<file path="config.mk">
export PLATFORM = sky130hd
export DESIGN_NAME = itr_setup_regs
export DESIGN_NICKNAME = d
export VERILOG_FILES = /design/src/itr_setup_regs.v
export VERILOG_INCLUDE_DIRS = /design/src
export SDC_FILE = /design/constraint.sdc
export NUM_CORES = 1
export LEC_CHECK = 0
export ABC_AREA = 1
export ABC_CLOCK_PERIOD_IN_PS = 3600
export CORE_MARGIN = 2
export CORE_UTILIZATION = 55
export CTS_CLUSTER_SIZE = 8
export DETAILED_ROUTE_END_ITERATION = 10
export DONT_BUFFER_PORTS = 1
export MAX_ROUTING_LAYER = met4
export PLACE_DENSITY = 0.78
export SYNTH_ARGS = -nofsm -noshare
export SYNTH_HDL_FRONTEND = slang
export SYNTH_SLANG_ARGS = --single-unit
</file>
<file path="constraint.sdc">
create_clock -name clk -period 3.6 [get_ports clk]
set_input_delay 0.54 -clock clk [delete_from_list [all_inputs] [get_ports clk]]
set_output_delay 0.54 -clock clk [all_outputs]
set_load 0.02 [all_outputs]
</file>
<file path="src/itr_consts.vh">
`ifndef ITR_CONSTS_VH
`define ITR_CONSTS_VH
// ****************************************
// register byte addresses (even = high byte)
// ****************************************
`define ITR_ADDR_W          23
`define ITR_PAL_GB_ADDR     23'h7fff7e
`define ITR_PAL_R_ADDR      23'h7fff7f
`define ITR_BANK_ADDR       23'h7fffc0
`define ITR_X_ADDR          23'h7fffc2
`define ITR_Y_ADDR          23'h7fffc4
`define ITR_FA_HI_ADDR      23'h7fffc6
`define ITR_FA_LO_ADDR      23'h7fffc8
`define ITR_W_ADDR          23'h7fffca
`define ITR_LINES_ADDR      23'h7fffcc
`define ITR_CTRL_ADDR       23'h7fffce
// ****************************************
// field positions and reset values
// ****************************************
`define ITR_BANK_HI         5
`define ITR_BANK_LO         3
`define ITR_GO_BIT          0
`define ITR_X_W             11
`define ITR_Y_W             10
`define ITR_FA_W            25
`define ITR_PW_W            12
`define ITR_LC_W            11
`define ITR_RESET_BYTE      8'h00
// ****************************************
// timing
// ****************************************
`define ITR_CLK_HZ          10000000
`define ITR_PULSE_NS        1000
`define ITR_PULSE_CYC       ((`ITR_PULSE_NS * (`ITR_CLK_HZ / 1000000)) / 1000)
`endif

</file>
<file path="src/itr_setup_regs.v">
`timescale 1ns/100ps
`include "itr_consts.vh"

// Function
// - last palette entry: even GB, odd R
// - bank bits 5..3 drive upper flash address
// - word write takes bank from high byte
// - start X: 11 bits, reset zero
// - start Y: 10 bits, reset zero
// - no range checks or clamping anywhere
// - flash start address 25 bits, reset zero
// - width: 12 bits, reset zero
// - byte and word writes both accepted
// - line count: 11 bits, reset zero
// - writing go starts transfer, self clears
// - request bus, wait for grant
// - release request, 1 us low done pulse
module itr_setup_regs #(
	parameter PULSE_CYC = `ITR_PULSE_CYC
) (
	input  wire                    clk,
	input  wire                    resetn,
	input  wire [`ITR_ADDR_W-1:0]  cpu_addr,
	input  wire [15:0]             cpu_wdata,
	input  wire                    cpu_wr,
	input  wire                    cpu_word,
	input  wire                    bus_grant,
	input  wire                    xfer_done,
	output reg  [3:0]              green_nibble,
	output reg  [3:0]              blue_nibble,
	output reg  [3:0]              red_nibble,
	output reg                     bank_out_top,
	output reg                     bank_out_mid,
	output reg                     bank_out_low,
	output reg  [`ITR_X_W-1:0]     image_start_x,
	output reg  [`ITR_Y_W-1:0]     image_start_y,
	output reg  [`ITR_FA_W-1:0]    flash_start_address,
	output reg  [`ITR_PW_W-1:0]    image_pixel_width,
	output reg  [`ITR_LC_W-1:0]    image_line_count,
	output reg                     transfer_go,
	output reg                     bus_req,
	output reg                     xfer_run,
	output reg                     done_irq_out_n
);

	// ****************************************
	// handshake states
	// ****************************************
	// idle: waiting for a go write from the cpu
	localparam ST_IDLE = 2'd0;
	// req: bus requested, cpu still owns the external bus
	localparam ST_REQ  = 2'd1;
	// run: bus granted, the transfer engine is moving data
	localparam ST_RUN  = 2'd2;
	// done: bus handed back, completion pulse is low
	localparam ST_DONE = 2'd3;

	// ****************************************
	// internal state
	// ****************************************
	// state of the bus handshake
	reg [1:0]  state_reg;
	// remaining low cycles of the completion pulse; 16 bits covers
	// any sensible clock rate for a pulse of about one microsecond
	reg [15:0] pulse_reg;
	// go bit as the cpu would see it: set by the write, cleared at start
	reg        go_reg;

	// ****************************************
	// write lane decode
	// ****************************************
	// even lane: word or byte access at the even base address only
	function hi_hit;
		input [`ITR_ADDR_W-1:0] a;
		input [`ITR_ADDR_W-1:0] base;
		begin
			hi_hit = cpu_wr && (a == base);
		end
	endfunction

	// odd lane: word access at even base, or a byte at base plus one;
	// a word aimed at the odd address hits neither lane and is dropped
	function lo_hit;
		input [`ITR_ADDR_W-1:0] a;
		input [`ITR_ADDR_W-1:0] base;
		begin
			lo_hit = cpu_wr && ((cpu_word && a == base) ||
				(!cpu_word && a == (base | 23'h000001)));
		end
	endfunction

	// byte writes carry the lane value in the low data byte; words split
	wire [7:0] hi_byte = cpu_word ? cpu_wdata[15:8] : cpu_wdata[7:0];
	wire [7:0] lo_byte = cpu_wdata[7:0];

	// ****************************************
	// setup registers
	// ****************************************
	// values stored as written; software owns range
	always @(posedge clk or negedge resetn) begin
		if (!resetn) begin
			green_nibble        <= 4'h0;
			blue_nibble         <= 4'h0;
			red_nibble          <= 4'h0;
			bank_out_top        <= 1'b0;
			bank_out_mid        <= 1'b0;
			bank_out_low        <= 1'b0;
			image_start_x       <= {`ITR_X_W{1'b0}};
			image_start_y       <= {`ITR_Y_W{1'b0}};
			flash_start_address <= {`ITR_FA_W{1'b0}};
			image_pixel_width   <= {`ITR_PW_W{1'b0}};
			image_line_count    <= {`ITR_LC_W{1'b0}};
		end else begin
			if (hi_hit(cpu_addr, `ITR_PAL_GB_ADDR)) begin
				green_nibble <= hi_byte[7:4];
				blue_nibble  <= hi_byte[3:0];
			end
			if (lo_hit(cpu_addr, `ITR_PAL_GB_ADDR))
				red_nibble <= lo_byte[3:0];
			// bank lives in the even lane only; word data comes from D15..8
			if (hi_hit(cpu_addr, `ITR_BANK_ADDR)) begin
				bank_out_top <= hi_byte[`ITR_BANK_HI];
				bank_out_mid <= hi_byte[`ITR_BANK_HI - 1];
				bank_out_low <= hi_byte[`ITR_BANK_LO];
			end
			if (hi_hit(cpu_addr, `ITR_X_ADDR))
				image_start_x[10:8] <= hi_byte[2:0];
			if (lo_hit(cpu_addr, `ITR_X_ADDR))
				image_start_x[7:0] <= lo_byte;
			if (hi_hit(cpu_addr, `ITR_Y_ADDR))
				image_start_y[9:8] <= hi_byte[1:0];
			if (lo_hit(cpu_addr, `ITR_Y_ADDR))
				image_start_y[7:0] <= lo_byte;
			// two halves written separately by the cpu
			if (hi_hit(cpu_addr, `ITR_FA_HI_ADDR))
				flash_start_address[24] <= hi_byte[0];
			if (lo_hit(cpu_addr, `ITR_FA_HI_ADDR))
				flash_start_address[23:16] <= lo_byte;
			if (hi_hit(cpu_addr, `ITR_FA_LO_ADDR))
				flash_start_address[15:8] <= hi_byte;
			if (lo_hit(cpu_addr, `ITR_FA_LO_ADDR))
				flash_start_address[7:0] <= lo_byte;
			if (hi_hit(cpu_addr, `ITR_W_ADDR))
				image_pixel_width[11:8] <= hi_byte[3:0];
			if (lo_hit(cpu_addr, `ITR_W_ADDR))
				image_pixel_width[7:0] <= lo_byte;
			if (hi_hit(cpu_addr, `ITR_LINES_ADDR))
				image_line_count[10:8] <= hi_byte[2:0];
			if (lo_hit(cpu_addr, `ITR_LINES_ADDR))
				image_line_count[7:0] <= lo_byte;
		end
	end

	// ****************************************
	// start command decode
	// ****************************************
	// go bit sits in the odd lane (bit 0 of the low byte)
	// a zero written to it is simply ignored
	wire go_write = lo_hit(cpu_addr, `ITR_CTRL_ADDR) && lo_byte[`ITR_GO_BIT];

	// ****************************************
	// transfer handshake
	// ****************************************
	// go is ignored while a transfer is already in flight
	always @(posedge clk or negedge resetn) begin
		if (!resetn) begin
			state_reg      <= ST_IDLE;
			pulse_reg      <= 16'h0000;
			go_reg         <= 1'b0;
			transfer_go    <= 1'b0;
			bus_req        <= 1'b0;
			xfer_run       <= 1'b0;
			done_irq_out_n <= 1'b1;
		end else begin
			transfer_go <= 1'b0;
			case (state_reg)
			// a go write only counts here; later ones are dropped
			ST_IDLE: begin
				done_irq_out_n <= 1'b1;
				if (go_write) begin
					go_reg    <= 1'b1;
					bus_req   <= 1'b1;
					state_reg <= ST_REQ;
				end
			end
			// nothing touches the flash until the cpu has let go of the bus
			ST_REQ: begin
				if (bus_grant) begin
					go_reg      <= 1'b0;
					transfer_go <= 1'b1;
					xfer_run    <= 1'b1;
					state_reg   <= ST_RUN;
				end
			end
			// the engine reports its own end; no line or pixel count here
			ST_RUN: begin
				if (xfer_done) begin
					xfer_run       <= 1'b0;
					bus_req        <= 1'b0;
					done_irq_out_n <= 1'b0;
					pulse_reg      <= PULSE_CYC[15:0] - 16'h0001;
					state_reg      <= ST_DONE;
				end
			end
			// pulse low for PULSE_CYC cycles; the load above already
			// took one, so the count runs down to zero before release
			ST_DONE: begin
				if (pulse_reg == 16'h0000) begin
					done_irq_out_n <= 1'b1;
					state_reg      <= ST_IDLE;
				end else begin
					pulse_reg <= pulse_reg - 16'h0001;
				end
			end
			default: state_reg <= ST_IDLE;
			endcase
		end
	end

endmodule // itr_setup_regs

</file>
# Word level (Yosys, flattened, before mapping)
# Index checks and enable logic that the tools add are counted.
[word_totals]
register_bits = 106
inputBits = 45
out_inout_bits = 88
wordCells = 121
[op_classes]
add_sub_neg = 1
n_eq_ne = 25
muxes = 18
reduce_logical = 53
[op_table]
columns = ["cell", "count"]
rows = [
  ["23-bit equality test, second input constant", 17],
  ["1-bit logical AND", 33],
  ["16-bit two-way mux", 2],
  ["16-bit one-hot mux with 2 select lines", 1],
  ["16-bit logical NOT", 1],
  ["16-bit by 1-bit subtractor with 16-bit output, second input constant", 1],
  ["3-bit AND reduction", 4],
  ["2-bit inequality test, second input constant", 5],
  ["1-bit logical OR", 8],
  ["2-bit two-way mux", 4],
  ["8-bit two-way mux", 1],
  ["2-bit one-hot mux with 4 select lines", 1],
  ["1-bit two-way mux", 6],
  ["2-bit nonzero test", 3],
  ["2-bit equality test, second input constant", 2],
  ["1-bit one-hot mux with 2 select lines", 2],
  ["4-bit AND reduction", 1],
  ["1-bit one-hot mux with 3 select lines", 1],
  ["3-bit nonzero test", 1],
  ["2-bit by 1-bit equality test with 1-bit output, second input constant", 1],
  ["2-bit logical NOT", 1],
  ["1-bit logical NOT", 1],
]

# Depth between registers and ports, before layout
[depth]
ltp_word = 7
depth_mapped = 11
mapped_depth_nobuf = 11

# Worst setup path before layout
# OpenSTA, ideal clock, no wires.
[synth_timing]
path_type = "input port to flip-flop"
startpoint = "input port cpu_addr[19]"
endpoint = "register flash_start_address[13]"
setup_ns = 0.128
arrival_ns = 1.512
required_time_ns = 3.472
setup_slack_ns = 1.960
path_stages = 10
n_path_buf = 1
cell_sequence = "nand2_1 > inv_1 > nand2_1 > nor2_2 > nand3_4 > nor2_8 > nand2_4 > buf_6 > nand2_1 > o21ai_2"
[synth_between]
elab_chain_len = 2
[synth_lines]
columns = ["element", "line", "source"]
rows = [
  ["start: declaration", "itr_setup_regs.v:23", "input wire [`ITR_ADDR_W-1:0] cpu_addr,"],
  ["23-bit equality test", "itr_setup_regs.v:77", "hi_hit = cpu_wr && (a == base);"],
  ["1-bit logical AND", "itr_setup_regs.v:77", ""],
  ["end signal: assignment", "itr_setup_regs.v:110", "flash_start_address <= {`ITR_FA_W{1'b0}};"],
  ["end signal: assignment", "itr_setup_regs.v:140", "flash_start_address[15:8] <= hi_byte;"],
  ["end: declaration", "itr_setup_regs.v:37", "output reg [`ITR_FA_W-1:0] flash_start_address,"],
]
# Every way passes these cells.
# A chain may end at the register's enable or synchronous reset.

# Final worst setup path
[layout_timing]
startpoint = "register state_reg[0]"
endpoint = "register pulse_reg[5]"
[layout_between]
elab_chain_len = 3
word_cells_on_any_way = 7
cone_classes = "eq/ne (4); mux (1); reduce/logical (2)"
[layout_lines]
columns = ["element", "line", "source"]
rows = [
  ["start: declaration", "itr_setup_regs.v:62", "reg [1:0] state_reg;"],
  ["start signal: assignment", "itr_setup_regs.v:167", "state_reg <= ST_IDLE;"],
  ["start signal: assignment", "itr_setup_regs.v:183", "state_reg <= ST_REQ;"],
  ["start signal: assignment", "itr_setup_regs.v:192", "state_reg <= ST_RUN;"],
  ["2-bit equality test", "itr_setup_regs.v:176", "case (state_reg)"],
  ["2-bit inequality test (no line) / 2-bit nonzero test (equally long branches)", "n/a", ""],
  ["3-bit AND reduction (no line)", "n/a", ""],
  ["end signal: assignment", "itr_setup_regs.v:201", "pulse_reg <= PULSE_CYC[15:0] - 16'h0001;"],
  ["end signal: assignment", "itr_setup_regs.v:212", "pulse_reg <= pulse_reg - 16'h0001;"],
  ["end: declaration", "itr_setup_regs.v:65", "reg [15:0] pulse_reg;"],
]
# Parallel ways exist; a longest one is shown, timed or not.

==> results.md <==
* Fin. max-slew vios at 0
* Initial DRC count at 282
* # nets final at 598
* Number of antenna violations at the first check in global routing at 0
* DIE WIDTH at 99.11 um
* VDD IR-drop max at 0.0002342 V
* Critical setup path kind: flop to flop
* Setup TNS Final at 0 ns
* Fill count at 739
* # resized after CTS at 0
* Final setup fails at 0
* Pwr/cell area at 387.9 nW/um2
* GPL Wtd Cong at 0.9352
* Worst slew margin at 49.89%
* Critical Path End Type: flop
* DP Area at 4996 um2
* Final period util at 52.60%
* Multi-input gate area in the final layout at 2049 um2
* Core ar. at 8763 um2
* Routed length per instance at 16.98 um
* Top-area cell type share of the netlist area at 52.82%
* Critical path arrival at 2.15 ns
* Yosys warns at 0
* Final instance area at 5241 um2
* Critical path required time at 3.86 ns
* Hold WC Path Type: primary input to asynchronous set/reset pin
* Least-Margin Pin Slew at 0.7438 ns
* Gr usage total at 24.54%
* Max-Cap Viols at 0
* Cells after synthesis at 546
* Lkg Pwr at 2.675 nW
* Synth cell types at 37
* Diodes inserted at 0
* Via count at 3644
* Syn nets at 597
* Total die area at 9822 um2
* Detailed Route WL at 11200 um
* Largest net degree at the start of global routing at 106
* Overflow after GRT at 0
* Clock transition at path regs at 0.11 ns
* DIE HEIGHT at 99.11 um
* Vias in the first global route at 3486
* Synthesized area at 4975 um2
* Reg area at 2654 um2
* Worst setup SP type: flop
* Final Util at 59.81%
* CTS Sinks at 106
* Yosys reg bits at 106
* Number of nets with antenna violations after routing at 0
* FP Rows at 34
* Postcts setup bufs at 0
* Vias per inst at 5.521
* Seq/Total Area, Yosys at 53.35%
* # port buffers at 0
* Clock latency on the worst-skew pair at 0.36 ns
* Max FFs per register at 25
* Area grow syn2layout at 5.357%
* Clk buf depth at 2
* DRC errors left at 0
* Initial core utilization at 56.77%
* Fraction of layout instances using a drive strength above 1 at 15.04%
* CTS H-tree lvls at 3
* Status: completed
* First-pass GRT wire length at 18220 um
* Crit-path max FO at 27
* RSZ-0062 raised after global routing: false
* Post-layout minimum cycle time at 1.894 ns
* Pre-CTS WS at 1.711 ns
* TritonCTS clock tree: built
* TritonCTS Buffers at 9
* Synth area leader: dfrtp_1
* Final number of hold-violating endpoints at 0
* Final worst slack at 1.706 ns
* Fmax at 528.1 MHz
* Top Ports at 133
* CTS Hold Bufs at 2
* Clk_skew at 0.01486 ns
* Root Buffer: clkbuf_8
* Area contributors post-synth: dfrtp_1, nand2_1, o21ai_2
* Dpl hpwl at 8076 um
* Syn_area_per_cell at 9.111 um2
* Pre-Repair DR Iteration Count at 5
layout by cell type (no fill, tap or decap), types with 2 or more instances in the layout:
master,count
nor2_2,3
o21ai_1,25
inv_1,40
a21o_1,2
nor2_1,32
xnor2_1,2
clkbuf_8,12
nand2_4,6
o21ai_0,43
nor2_4,2
nand2_1,172
or2_2,2
inv_2,2
o21ai_2,37
nand3_1,22
a21oi_1,3
nor3_1,2
o31ai_1,2
xor2_1,5
dfrtp_1,105
ha_1,6
inv_6,2
nor3b_1,2
nand2_2,6
nor2_8,2
synthesized netlist by cell type, drive strengths merged:
cell type / instances
nand2: 184
dfrtp: 105
o21ai: 105
inv: 42
nor2: 39
nand3: 23
buf: 10
ha: 6
a21oi: 5
xor2: 5
nor3: 4
a21o: 2
clkbuf: 2
nor3b: 2
o31ai: 2
or2: 2
xnor2: 2
and2: 1
dfstp: 1
nand3b: 1
nand4: 1
o211ai: 1
o21bai: 1
critical path, cell delays in order (launching register included):
cell	delay, ns
dfrtp_1	0.42
ha_1	0.47
inv_1	0.21
nand2_1	0.10
nand2_1	0.09
nand2_4	0.23
inv_1	0.13
nand2_1	0.09
nand2_1	0.05
final timing paths:
check | depth (start not counted) | to | startpoint | slack [ns]
max | 8 | pulse_reg[5] | state_reg[0] | 1.71
min | 1 | flash_start_address[12] | resetn | 0.08
max reg2reg | 8 | pulse_reg[5] | state_reg[0] | 1.71
min reg2reg | 1 | pulse_reg[0] | pulse_reg[0] | 0.51
max in group asynchronous | 1 | done_irq_out_n | resetn | 2.87
min in group clk | 2 | transfer_go | bus_grant | 0.32
where the power goes:
part	total (mW)	switching, mW	internal (mW)
Sequential	1.19	0.000424	1.19
Clock	0.744	0.422	0.321
Combinational	0.0987	0.0786	0.0200
area by class of cell:
| class | count | share of cell area, % |
|---|---|---|
| clock buffer | 12 | 3.151 |
| multi-input combinational | 386 | 39.10 |
| clock inverter | 4 | 0.8116 |
| timing repair buffer | 2 | 0.7162 |
| sequential | 106 | 50.63 |
| inverter | 42 | 3.008 |
| tap | 108 | 2.578 |
cell families after synthesis:
| kind of cell | count (synthesis) | synth area share (%) |
|---|---|---|
| AND/OR/NAND/NOR | 257 | 23.39 |
| flip-flops | 106 | 53.35 |
| buffers and inverters | 54 | 5.458 |
| adder cells (fa/ha/maj) | 6 | 1.509 |
| XOR/XNOR | 7 | 1.232 |
| AO/OA/AOI/OAI | 116 | 15.07 |
routing by layer:
metal / wire [um] / track usage [%] / share of wire, % / vias to the layer above
li1: - / - / - / 1773
met1: 4706 / 32.29 / 42 / 1700
met2: 5230 / 37.27 / 47 / 153
met3: 1039 / 6.957 / 9.3 / 18
met4: 227 / 7.798 / 2.0 / 0
met5: 0 / - / 0 / -
stage by stage:
stage,power (mW),instances,hold slack [ns]
floorplan,1.268,546,0.2444
global placement,1.285,642,0.2465
detailed placement,1.287,642,0.2464
CTS,2.041,660,0.1230
global route,2.104,660,0.1148
finish,2.033,660,0.07868
No activity file was read; power rests on OpenSTA's default activity.
